===== src/pcp_pkg.sv =====
// pcp_pkg: shared constants and types for the code protection block.
// assumes: included first; both ends and the link use these names.
package pcp_pkg;

  // request address reaches the option byte of the 64K image
  localparam int ADDR_W = 17;
  localparam int KEY_BYTES = 64;
  localparam int KEY_IDX_W = 6;
  localparam int OPT_REL = 32'h0000_0040;
  localparam int LOCK1_BIT = 0;
  localparam int LOCK2_BIT = 1;
  localparam logic [7:0] BLANK_BYTE = 8'hff;
  localparam logic [7:0] BLOCKED_BYTE = 8'h00;

  // user code sizes; key starts right after code
  localparam int SIZE_8K = 32'h0000_2000;
  localparam int SIZE_16K = 32'h0000_4000;
  localparam int SIZE_32K = 32'h0000_8000;
  localparam int SIZE_64K = 32'h0001_0000;

  typedef enum logic [1:0] {
    PCP_OP_FETCH = 2'b00,
    PCP_OP_TABLE = 2'b01,
    PCP_OP_VERIFY = 2'b10,
    PCP_OP_PROGRAM = 2'b11
  } pcp_op_e;

  // controller registers, byte offsets on the AXI4-Lite bus
  localparam int AXI_AW = 8;
  localparam logic [7:0] REG_CMD = 8'h00;
  localparam logic [7:0] REG_ADDR = 8'h04;
  localparam logic [7:0] REG_WDATA = 8'h08;
  localparam logic [7:0] REG_STATUS = 8'h0c;
  localparam logic [7:0] REG_RDATA = 8'h10;
  localparam logic [7:0] REG_PIN = 8'h14;
  localparam int CMD_EXT_BIT = 2;
  localparam int ST_BUSY = 0;
  localparam int ST_DONE = 1;
  localparam int ST_REFUSED = 2;
  localparam logic [1:0] RESP_OKAY = 2'b00;
  localparam logic [1:0] RESP_SLVERR = 2'b10;

  function automatic logic size_ok(input int n);
    return n == SIZE_8K || n == SIZE_16K || n == SIZE_32K || n == SIZE_64K;
  endfunction

endpackage


===== src/pcp_if.sv =====
// pcp_if: link between the protected memory and its requester.
// assumes: both ends on clk; ext_access_n is a pin level from the
// requester side, so the device synchronises it.
`timescale 1ns/10ps
interface pcp_if (
  input wire logic clk
);
  logic req_valid;
  logic req_ready;
  pcp_pkg::pcp_op_e req_op;
  logic [pcp_pkg::ADDR_W-1:0] req_addr;
  logic [7:0] req_wdata;
  logic req_from_ext;
  logic rsp_valid;
  logic [7:0] rsp_data;
  logic rsp_refused;
  logic ext_access_n;

  modport dev (
    input req_valid,
    output req_ready,
    input req_op,
    input req_addr,
    input req_wdata,
    input req_from_ext,
    output rsp_valid,
    output rsp_data,
    output rsp_refused,
    input ext_access_n
  );

  modport ctl (
    output req_valid,
    input req_ready,
    output req_op,
    output req_addr,
    output req_wdata,
    output req_from_ext,
    input rsp_valid,
    input rsp_data,
    input rsp_refused,
    output ext_access_n
  );
endinterface


===== src/pcp_ctl.sv =====
// pcp_ctl: requester end; software orders fetch, table read, verify
// and program operations through AXI4-Lite registers.
// assumes: one clk, rst_n synchronous active low; one op in flight.
//
// Register access over AXI4-Lite and the address map were decided locally.
`timescale 1ns/10ps
module pcp_ctl (
  input wire logic clk,
  input wire logic rst_n,
  pcp_if.ctl link,
  input wire logic s_axi_awvalid,
  output logic s_axi_awready,
  input wire logic [pcp_pkg::AXI_AW-1:0] s_axi_awaddr,
  input wire logic s_axi_wvalid,
  output logic s_axi_wready,
  input wire logic [31:0] s_axi_wdata,
  input wire logic [3:0] s_axi_wstrb,
  output logic s_axi_bvalid,
  input wire logic s_axi_bready,
  output logic [1:0] s_axi_bresp,
  input wire logic s_axi_arvalid,
  output logic s_axi_arready,
  input wire logic [pcp_pkg::AXI_AW-1:0] s_axi_araddr,
  output logic s_axi_rvalid,
  input wire logic s_axi_rready,
  output logic [31:0] s_axi_rdata,
  output logic [1:0] s_axi_rresp
);

  typedef struct packed {
    logic aw_held;
    logic [pcp_pkg::AXI_AW-1:0] awaddr;
    logic w_held;
    logic [31:0] wdata;
    logic [3:0] wstrb;
    logic bvalid;
    logic [1:0] bresp;
    logic rvalid;
    logic [31:0] rdata;
    logic [1:0] rresp;
    logic req_valid;
    pcp_pkg::pcp_op_e op;
    logic from_ext;
    logic [pcp_pkg::ADDR_W-1:0] addr;
    logic [7:0] wbyte;
    logic [7:0] rbyte;
    logic ea_n;
    logic busy;
    logic done;
    logic refused;
  } pcp_ctl_s;

  pcp_ctl_s st_reg;
  pcp_ctl_s st_next;

  // byte-lane merge for a strobed register write
  function automatic logic [31:0] strb_merge(
    input logic [31:0] old,
    input logic [31:0] nw,
    input logic [3:0] strb
  );
    logic [31:0] res;
    res = old;
    for (int i = 0; i < 4; i++) begin
      if (strb[i]) begin
        res[8*i +: 8] = nw[8*i +: 8];
      end
    end
    return res;
  endfunction

  ////////////////////////////////////////////////////////////////////
  // bus handshakes

  // address and data are held apart so either may come first
  assign s_axi_awready = ~st_reg.aw_held & ~st_reg.bvalid;
  assign s_axi_wready = ~st_reg.w_held & ~st_reg.bvalid;
  assign s_axi_arready = ~st_reg.rvalid;

  always_comb begin
    st_next = st_reg;
    if (s_axi_awvalid && s_axi_awready) begin
      st_next.aw_held = 1'b1;
      st_next.awaddr = s_axi_awaddr;
    end
    if (s_axi_wvalid && s_axi_wready) begin
      st_next.w_held = 1'b1;
      st_next.wdata = s_axi_wdata;
      st_next.wstrb = s_axi_wstrb;
    end
    if (st_reg.bvalid && s_axi_bready) begin
      st_next.bvalid = 1'b0;
    end
    if (st_reg.rvalid && s_axi_rready) begin
      st_next.rvalid = 1'b0;
    end
    // link: request stands until taken, answer ends the busy phase
    if (st_reg.req_valid && link.req_ready) begin
      st_next.req_valid = 1'b0;
    end
    if (link.rsp_valid) begin
      st_next.busy = 1'b0;
      st_next.done = 1'b1;
      st_next.refused = link.rsp_refused;
      st_next.rbyte = link.rsp_data;
    end
    // register write once both halves are in
    if (st_reg.aw_held && st_reg.w_held) begin
      st_next.aw_held = 1'b0;
      st_next.w_held = 1'b0;
      st_next.bvalid = 1'b1;
      st_next.bresp = pcp_pkg::RESP_OKAY;
      case (st_reg.awaddr)
        pcp_pkg::REG_CMD: begin
          // a command while busy is refused, not queued
          if (st_reg.busy) begin
            st_next.bresp = pcp_pkg::RESP_SLVERR;
          end else if (st_reg.wstrb[0]) begin
            st_next.op = pcp_pkg::pcp_op_e'(st_reg.wdata[1:0]);
            st_next.from_ext = st_reg.wdata[pcp_pkg::CMD_EXT_BIT];
            st_next.req_valid = 1'b1;
            st_next.busy = 1'b1;
            st_next.done = 1'b0;
          end
        end
        pcp_pkg::REG_ADDR: begin
          st_next.addr = pcp_pkg::ADDR_W'(strb_merge(
            32'(st_reg.addr), st_reg.wdata, st_reg.wstrb));
        end
        pcp_pkg::REG_WDATA: begin
          if (st_reg.wstrb[0]) begin
            st_next.wbyte = st_reg.wdata[7:0];
          end
        end
        pcp_pkg::REG_PIN: begin
          if (st_reg.wstrb[0]) begin
            st_next.ea_n = st_reg.wdata[0];
          end
        end
        pcp_pkg::REG_STATUS, pcp_pkg::REG_RDATA: begin
          st_next.bresp = pcp_pkg::RESP_OKAY; // read only, write ignored
        end
        default: begin
          st_next.bresp = pcp_pkg::RESP_SLVERR;
        end
      endcase
    end
    // register read, answered the cycle after the address is taken
    if (s_axi_arvalid && s_axi_arready) begin
      st_next.rvalid = 1'b1;
      st_next.rresp = pcp_pkg::RESP_OKAY;
      st_next.rdata = 32'h0000_0000;
      case (s_axi_araddr)
        pcp_pkg::REG_CMD: st_next.rdata = 32'({st_reg.from_ext, st_reg.op});
        pcp_pkg::REG_ADDR: st_next.rdata = 32'(st_reg.addr);
        pcp_pkg::REG_WDATA: st_next.rdata = 32'(st_reg.wbyte);
        pcp_pkg::REG_STATUS: begin
          st_next.rdata[pcp_pkg::ST_BUSY] = st_reg.busy;
          st_next.rdata[pcp_pkg::ST_DONE] = st_reg.done;
          st_next.rdata[pcp_pkg::ST_REFUSED] = st_reg.refused;
        end
        pcp_pkg::REG_RDATA: st_next.rdata = 32'(st_reg.rbyte);
        pcp_pkg::REG_PIN: st_next.rdata = 32'(st_reg.ea_n);
        default: st_next.rresp = pcp_pkg::RESP_SLVERR;
      endcase
    end
    if (!rst_n) begin
      st_next = '0;
      st_next.ea_n = 1'b1; // internal execution after reset
    end
  end

  always_ff @(posedge clk) begin
    st_reg <= st_next;
  end

  ////////////////////////////////////////////////////////////////////
  // outputs

  assign s_axi_bvalid = st_reg.bvalid;
  assign s_axi_bresp = st_reg.bresp;
  assign s_axi_rvalid = st_reg.rvalid;
  assign s_axi_rdata = st_reg.rdata;
  assign s_axi_rresp = st_reg.rresp;
  assign link.req_valid = st_reg.req_valid;
  assign link.req_op = st_reg.op;
  assign link.req_addr = st_reg.addr;
  assign link.req_wdata = st_reg.wbyte;
  assign link.req_from_ext = st_reg.from_ext;
  assign link.ext_access_n = st_reg.ea_n;

endmodule


===== src/flat_wrapper.sv =====
// flat-port wrapper written by rule: the top's interface ports become plain ports
module pcp_ctl_flat 
  (clk, rst_n, s_axi_awvalid, s_axi_awready, s_axi_awaddr, s_axi_wvalid, s_axi_wready, s_axi_wdata, s_axi_wstrb, s_axi_bvalid, s_axi_bready, s_axi_bresp, s_axi_arvalid, s_axi_arready, s_axi_araddr, s_axi_rvalid, s_axi_rready, s_axi_rdata, s_axi_rresp, link_req_valid, link_req_ready, link_req_op, link_req_addr, link_req_wdata, link_req_from_ext, link_rsp_valid, link_rsp_data, link_rsp_refused, link_ext_access_n);
  pcp_if link_i (.clk(clk));
  input wire logic clk;
  input wire logic rst_n;
  input wire logic s_axi_awvalid;
  output logic s_axi_awready;
  input wire logic [pcp_pkg::AXI_AW-1:0] s_axi_awaddr;
  input wire logic s_axi_wvalid;
  output logic s_axi_wready;
  input wire logic [31:0] s_axi_wdata;
  input wire logic [3:0] s_axi_wstrb;
  output logic s_axi_bvalid;
  input wire logic s_axi_bready;
  output logic [1:0] s_axi_bresp;
  input wire logic s_axi_arvalid;
  output logic s_axi_arready;
  input wire logic [pcp_pkg::AXI_AW-1:0] s_axi_araddr;
  output logic s_axi_rvalid;
  input wire logic s_axi_rready;
  output logic [31:0] s_axi_rdata;
  output logic [1:0] s_axi_rresp;
  output wire logic [$bits(link_i.req_valid)-1:0] link_req_valid;
  input wire logic [$bits(link_i.req_ready)-1:0] link_req_ready;
  output wire logic [$bits(link_i.req_op)-1:0] link_req_op;
  output wire logic [$bits(link_i.req_addr)-1:0] link_req_addr;
  output wire logic [$bits(link_i.req_wdata)-1:0] link_req_wdata;
  output wire logic [$bits(link_i.req_from_ext)-1:0] link_req_from_ext;
  input wire logic [$bits(link_i.rsp_valid)-1:0] link_rsp_valid;
  input wire logic [$bits(link_i.rsp_data)-1:0] link_rsp_data;
  input wire logic [$bits(link_i.rsp_refused)-1:0] link_rsp_refused;
  output wire logic [$bits(link_i.ext_access_n)-1:0] link_ext_access_n;
  assign link_req_valid = link_i.req_valid;
  assign link_i.req_ready = link_req_ready;
  assign link_req_op = link_i.req_op;
  assign link_req_addr = link_i.req_addr;
  assign link_req_wdata = link_i.req_wdata;
  assign link_req_from_ext = link_i.req_from_ext;
  assign link_i.rsp_valid = link_rsp_valid;
  assign link_i.rsp_data = link_rsp_data;
  assign link_i.rsp_refused = link_rsp_refused;
  assign link_ext_access_n = link_i.ext_access_n;
  pcp_ctl u_core (.clk(clk), .rst_n(rst_n), .link(link_i), .s_axi_awvalid(s_axi_awvalid), .s_axi_awready(s_axi_awready), .s_axi_awaddr(s_axi_awaddr), .s_axi_wvalid(s_axi_wvalid), .s_axi_wready(s_axi_wready), .s_axi_wdata(s_axi_wdata), .s_axi_wstrb(s_axi_wstrb), .s_axi_bvalid(s_axi_bvalid), .s_axi_bready(s_axi_bready), .s_axi_bresp(s_axi_bresp), .s_axi_arvalid(s_axi_arvalid), .s_axi_arready(s_axi_arready), .s_axi_araddr(s_axi_araddr), .s_axi_rvalid(s_axi_rvalid), .s_axi_rready(s_axi_rready), .s_axi_rdata(s_axi_rdata), .s_axi_rresp(s_axi_rresp));
endmodule

===== config.mk =====
export PLATFORM = sky130hd
export DESIGN_NAME = pcp_ctl_flat
export DESIGN_NICKNAME = d
export VERILOG_FILES = /design/src/pcp_pkg.sv /design/src/pcp_if.sv /design/src/pcp_ctl.sv /design/src/flat_wrapper.sv
export SDC_FILE = /design/constraint.sdc
export NUM_CORES = 1
export LEC_CHECK = 0
export BUFFER_PORTS_ARGS = -buffer_cell sky130_fd_sc_hd__clkbuf_2
export CORE_MARGIN = 10
export CORE_UTILIZATION = 30
export CTS_BUF_LIST = sky130_fd_sc_hd__clkbuf_8
export DETAILED_ROUTE_END_ITERATION = 6
export GPL_TIMING_DRIVEN = 0
export PLACE_DENSITY = 0.63
export SLEW_MARGIN = 40
export SYNTH_ARGS = -nofsm -noshare
export SYNTH_HDL_FRONTEND = slang
export SYNTH_SLANG_ARGS = --single-unit

===== constraint.sdc =====
create_clock -name clk -period 2 [get_ports clk]
set_clock_uncertainty 0.2 [all_clocks]
set_input_delay 0.3 -clock clk [delete_from_list [all_inputs] [get_ports clk]]
set_output_delay 0.3 -clock clk [all_outputs]
set_load 0.005 [all_outputs]

# Word level (Yosys, flattened, before mapping)
# Index checks and enable logic that the tools add are counted.
# totals
elab_cells	85
inputBits	70
regBits	109
out_inout_bits	71
# classes
n_eq_ne	10
mux	25
n_bitwise	8
reduce_logical	20
# ops
cell	count
14-bit one-hot mux with 3 select lines	1
35-bit two-way mux	1
8-bit by 4-bit == test with 1-bit output (second input constant)	4
8-bit by 5-bit == test with 1-bit output (second input constant)	4
8-bit two-way mux	4
29-bit two-way mux	1
3-bit one-hot mux with 6 select lines	1
17-bit two-way mux	1
8-bit by 3-bit == test with 1-bit output (second input constant)	2
8-bit zero test	2
3-bit AND reduction	5
2-bit two-way mux	6
4-bit two-way mux	3
1-bit logical AND	7
3-bit two-way mux	2
1-bit inverter	6
6-bit OR reduction	1
5-bit OR reduction	1
1-bit two-way mux	4
2-bit one-hot mux with 2 select lines	1
4-bit AND reduction	1
2-bit nonzero test	2
1-bit bitwise AND	2
2-bit OR reduction	1

# Depth between registers and ports, before layout
# logic_depth
depth_word	6
ltp_mapped	6
mapped_depth_nobuf	4

# Worst setup path after synthesis
# OpenSTA, ideal clock, no wires.
# synth_timing
path_type	reg-to-reg
startpoint	reg u_core.st_reg[116] in the netlist's numbering
endpoint	reg u_core.st_reg (netlist bit u_core.link.req_wdata[0])
path_slack_ns	0.089
setup_ns	0.072
t_arrival_ns	1.639
t_required_ns	1.728
stages_incl_launch_ff	6
period_less_slack_ns	1.911
path_buffers	1
path_cell_list	dfxtp_1 or4_4 nor4_4 and3b_1 buf_6 mux2i_1
# synth_via
elab_chain_cells	2
# synth_rtl
item	line	rtl
from (decl)	pcp_ctl.sv:53	pcp_ctl_s st_reg;
from (signal assigned)	pcp_ctl.sv:174	st_reg <= st_next;
8-bit by 4-bit == test with 1-bit output	pcp_ctl.sv:113	case (st_reg.awaddr)
3-bit AND reduction (no source line)	--	
# No other way between the ends.
# A chain may end at the register's enable or synchronous reset.

# Worst setup path in the final report
# layout_timing
startpoint	reg u_core.st_reg[116] in the netlist's numbering
endpoint	reg u_core.st_reg (netlist bit u_core.link.req_addr[4])
# layout_via
elab_chain_cells	2
# layout_rtl
item	line
8-bit by 3-bit == test with 1-bit output	pcp_ctl.sv:113
3-bit AND reduction (no source line)	--
# No other way between the ends.

==> flow_summary.ini <==
[status]
status = complete, but fails checks
violations = setup timing

[synthesis]
synthesis.area_sq_mm = 0.00429
yosysMostFrequentCell = nand2_1
synth-main-ff-cell = dfxtp_1
ys_ff_latch = 92
synth_edf_count = 0
yosysSeqAreaShare_pct = 42.9
synth_top_area_share_pct = 42.9
synthTopCellsByArea = dfxtp_1, buf_4, nand2_1
ys_types = 38
synthArstFlopShare_pct = 0
synth.avg_cell_area_sq_um = 8.92
synthTopCellsByCount = nand2_1, dfxtp_1, buf_4
synth_cells = 481
ys_warn_count = 0
synth_top_area_cell = dfxtp_1

[worst_setup_path]
cp.required_ps = 2040
critical_path_class = register to register
path_max_fanout = 8
path_buf_inv = 2
critPathMaxStageDelay_ps = 590
crit_path_start_kind = register
crit_path_end_kind = register
worst_path_max_delay_cell = or4_4
crit_family = simple AND/OR/NAND/NOR gates
worst_ep_arrival_time_ps = 2080
cp_cell_sequence = or4_4 -> nor4_4 -> buf_4 -> nand3b_1 -> buf_6 -> mux2i_1

[clock_tree]
cts_buffers = 9
clockBufferDepth = 2
cts_sinks = 92
clkLatencyLatePin_ps = 360
clkTransAtPathRegs_ps = 90
cts-root-buf = clkbuf_8
cts_tree = done
h-tree-depth = 3

[route]
wl_per_cell_microns = 14.8
drc = 0
drt_iter0_markers = 203
drt-pass1-iter-count = 4
routed_wl_mm = 12.4
routed-via-count = 3713
drtAntennaViolNets = 0
vias_per_cell = 4.44

[pwr]
switchingPower_mw = 0.908
p_int_mw = 2.65
vdd_ir_drop_max_mv = 0.243
seqPwrFrac_pct = 54.3
power_density_mw_per_mm2 = 625
clockPowerShare_pct = 33.3
combinationalPowerShare_pct = 12.3
power_mw = 3.56
p_leak_nw = 2.52
switching_share_pct = 25.5

[timing]
setup_violations = 12
worst_slew_pin_slew_ps = 809
fin_ws_ps = -33.6
min_period_over_period_pct = 102
drv_slew = 0
fin_setup_tns_ps = -235
hold_violations = 0
rsz0062_at_grt = yes
period_minus_slack_ps = 2030
fmax_ghz = 0.492
slew_headroom_pct = 46.1

[die]
rows = 43
coreArea_sq_mm = 0.0139
initial_core_util_pct = 30.8
ios = 141
die_area_sq_mm = 0.0195
dieHeight_microns = 140
die_w_microns = 140

[layout]
area_growth_pct = 32.6
fill_cells = 1393
finalNetCount = 721
antenna_cells = 0
ff_latch_area_sq_mm = 0.00184
largest_reg_flops = 41
multi_input_area_sq_mm = 0.00191
drive_above_1_share_pct = 32.0
fin_util_pct = 40.8

[place]
dp_hpwl_mm = 9.84
portBuffers = 105
gp_congestion = 0.872

[global_routing]
gr-usage-all-layers_pct = 12.5
grt_pass1_vias = 3835
grt_max_degree = 15
grt_antenna_before_repair = 0
grt_first_pass_wirelength_mm = 19.9
grt_overflow_total = 0

[flow_run]
maxCapViolations = 0

[hold_path]
min_path_type = primary input to register
==> worst paths after layout <==
kind | start | endpoint | slack (ps) | depth (start not counted)
max | u_core.st_reg[116] | u_core.link.req_addr[4] | -30 | 6
min | link_rsp_data[1] | u_core.st_reg[5] | 20 | 3
max reg2reg | u_core.st_reg[116] | u_core.link.req_addr[4] | -30 | 6
min reg2reg | u_core.st_reg[123] | u_core.st_reg[123] | 270 | 2
==> what timing repair did <==
item | 4_1_cts | 5_1_grt
resized for setup | 1 | 12
hold buffers | 33 | 0
pin swaps | 0 | 1
gates cloned | 0 | 0
hold endpoints to repair | 32 | 0
buffers inserted | 2 | 3
endpoints found under the setup margin | 22 | 30
==> kinds of logic after synthesis <==
| group | count (synthesis) | share of synthesized area [%] |
|---|---|---|
| other cells | 1 | 0.0874 |
| xor+xnor | 1 | 0.204 |
| buf+inv | 97 | 14.7 |
| compound gates | 87 | 14.1 |
| flops | 92 | 42.9 |
| simple gates | 170 | 20.1 |
| mux | 33 | 8.02 |
==> cell usage in the layout (no fill, tap or decap), types with 3 or more instances in the layout <==
| cell type | n |
|---|---|
| nor4_4 | 4 |
| clkbuf_8 | 12 |
| mux2i_1 | 30 |
| nand2b_1 | 10 |
| a22oi_1 | 17 |
| buf_6 | 4 |
| dfxtp_1 | 91 |
| o21ai_0 | 19 |
| dlygate4sd3_1 | 33 |
| nor2b_1 | 22 |
| clkbuf_1 | 19 |
| nand2_1 | 98 |
| a21boi_0 | 32 |
| inv_1 | 5 |
| buf_4 | 68 |
| clkbuf_2 | 106 |
| buf_2 | 3 |
| clkinv_2 | 3 |
| conb_1 | 17 |
| a21oi_1 | 5 |
| a22o_1 | 5 |
| nand3_1 | 16 |
| nor2_1 | 5 |
==> metrics by stage <==
stage	instances	area (sq um)	setup slack, ps	hold WS (ps)
after CTS	833	5640	-96.8	5.09
after global routing	836	5690	-133	8.48
after detailed placement	782	5100	-160	255
final	836	5690	-33.6	16.4
after floorplan	497	4350	89.2	238
after global placement	782	5100	-116	247
==> worst register-to-register path, cell delays in order, from the launching register on <==
cell and delay, ps:
dfxtp_2 330, or4_4 590, nor4_4 260, buf_4 160, nand3b_1 90, buf_6 170
mux2i_1 120
==> power by group through the flow <==
| stage | sequential (mW) | combinational, mW | clock [mW] |
|---|---|---|---|
| detailed placement | 1.97 | 0.379 | 0 |
| finish | 1.93 | 0.439 | 1.19 |
| CTS | 1.93 | 0.433 | 1.21 |
| global route | 1.94 | 0.491 | 1.30 |
| global placement | 1.97 | 0.370 | 0 |
| floorplan | 1.96 | 0.243 | 0 |
==> final cells by class <==
type | count | area share [%]
multi-input combinational | 308 | 33.5
sequential | 92 | 32.4
timing repair buffer | 143 | 15.8
buffer | 92 | 10.8
tap | 180 | 3.96
clock buffer | 12 | 2.90
clock inverter | 4 | 0.396
inverter | 5 | 0.330
==> metal layers <==
| layer | part of all wire, % | track usage [%] | vias to the layer above |
|---|---|---|---|
| met5 | 0 | 0 | - |
| met4 | 1.4 | 4.02 | 0 |
| met3 | 5.1 | 3.47 | 9 |
| met2 | 49 | 21.6 | 89 |
| met1 | 44 | 14.7 | 1733 |
| li1 | - | - | 1882 |
Note: power is estimated with default switching activity, not from simulation.
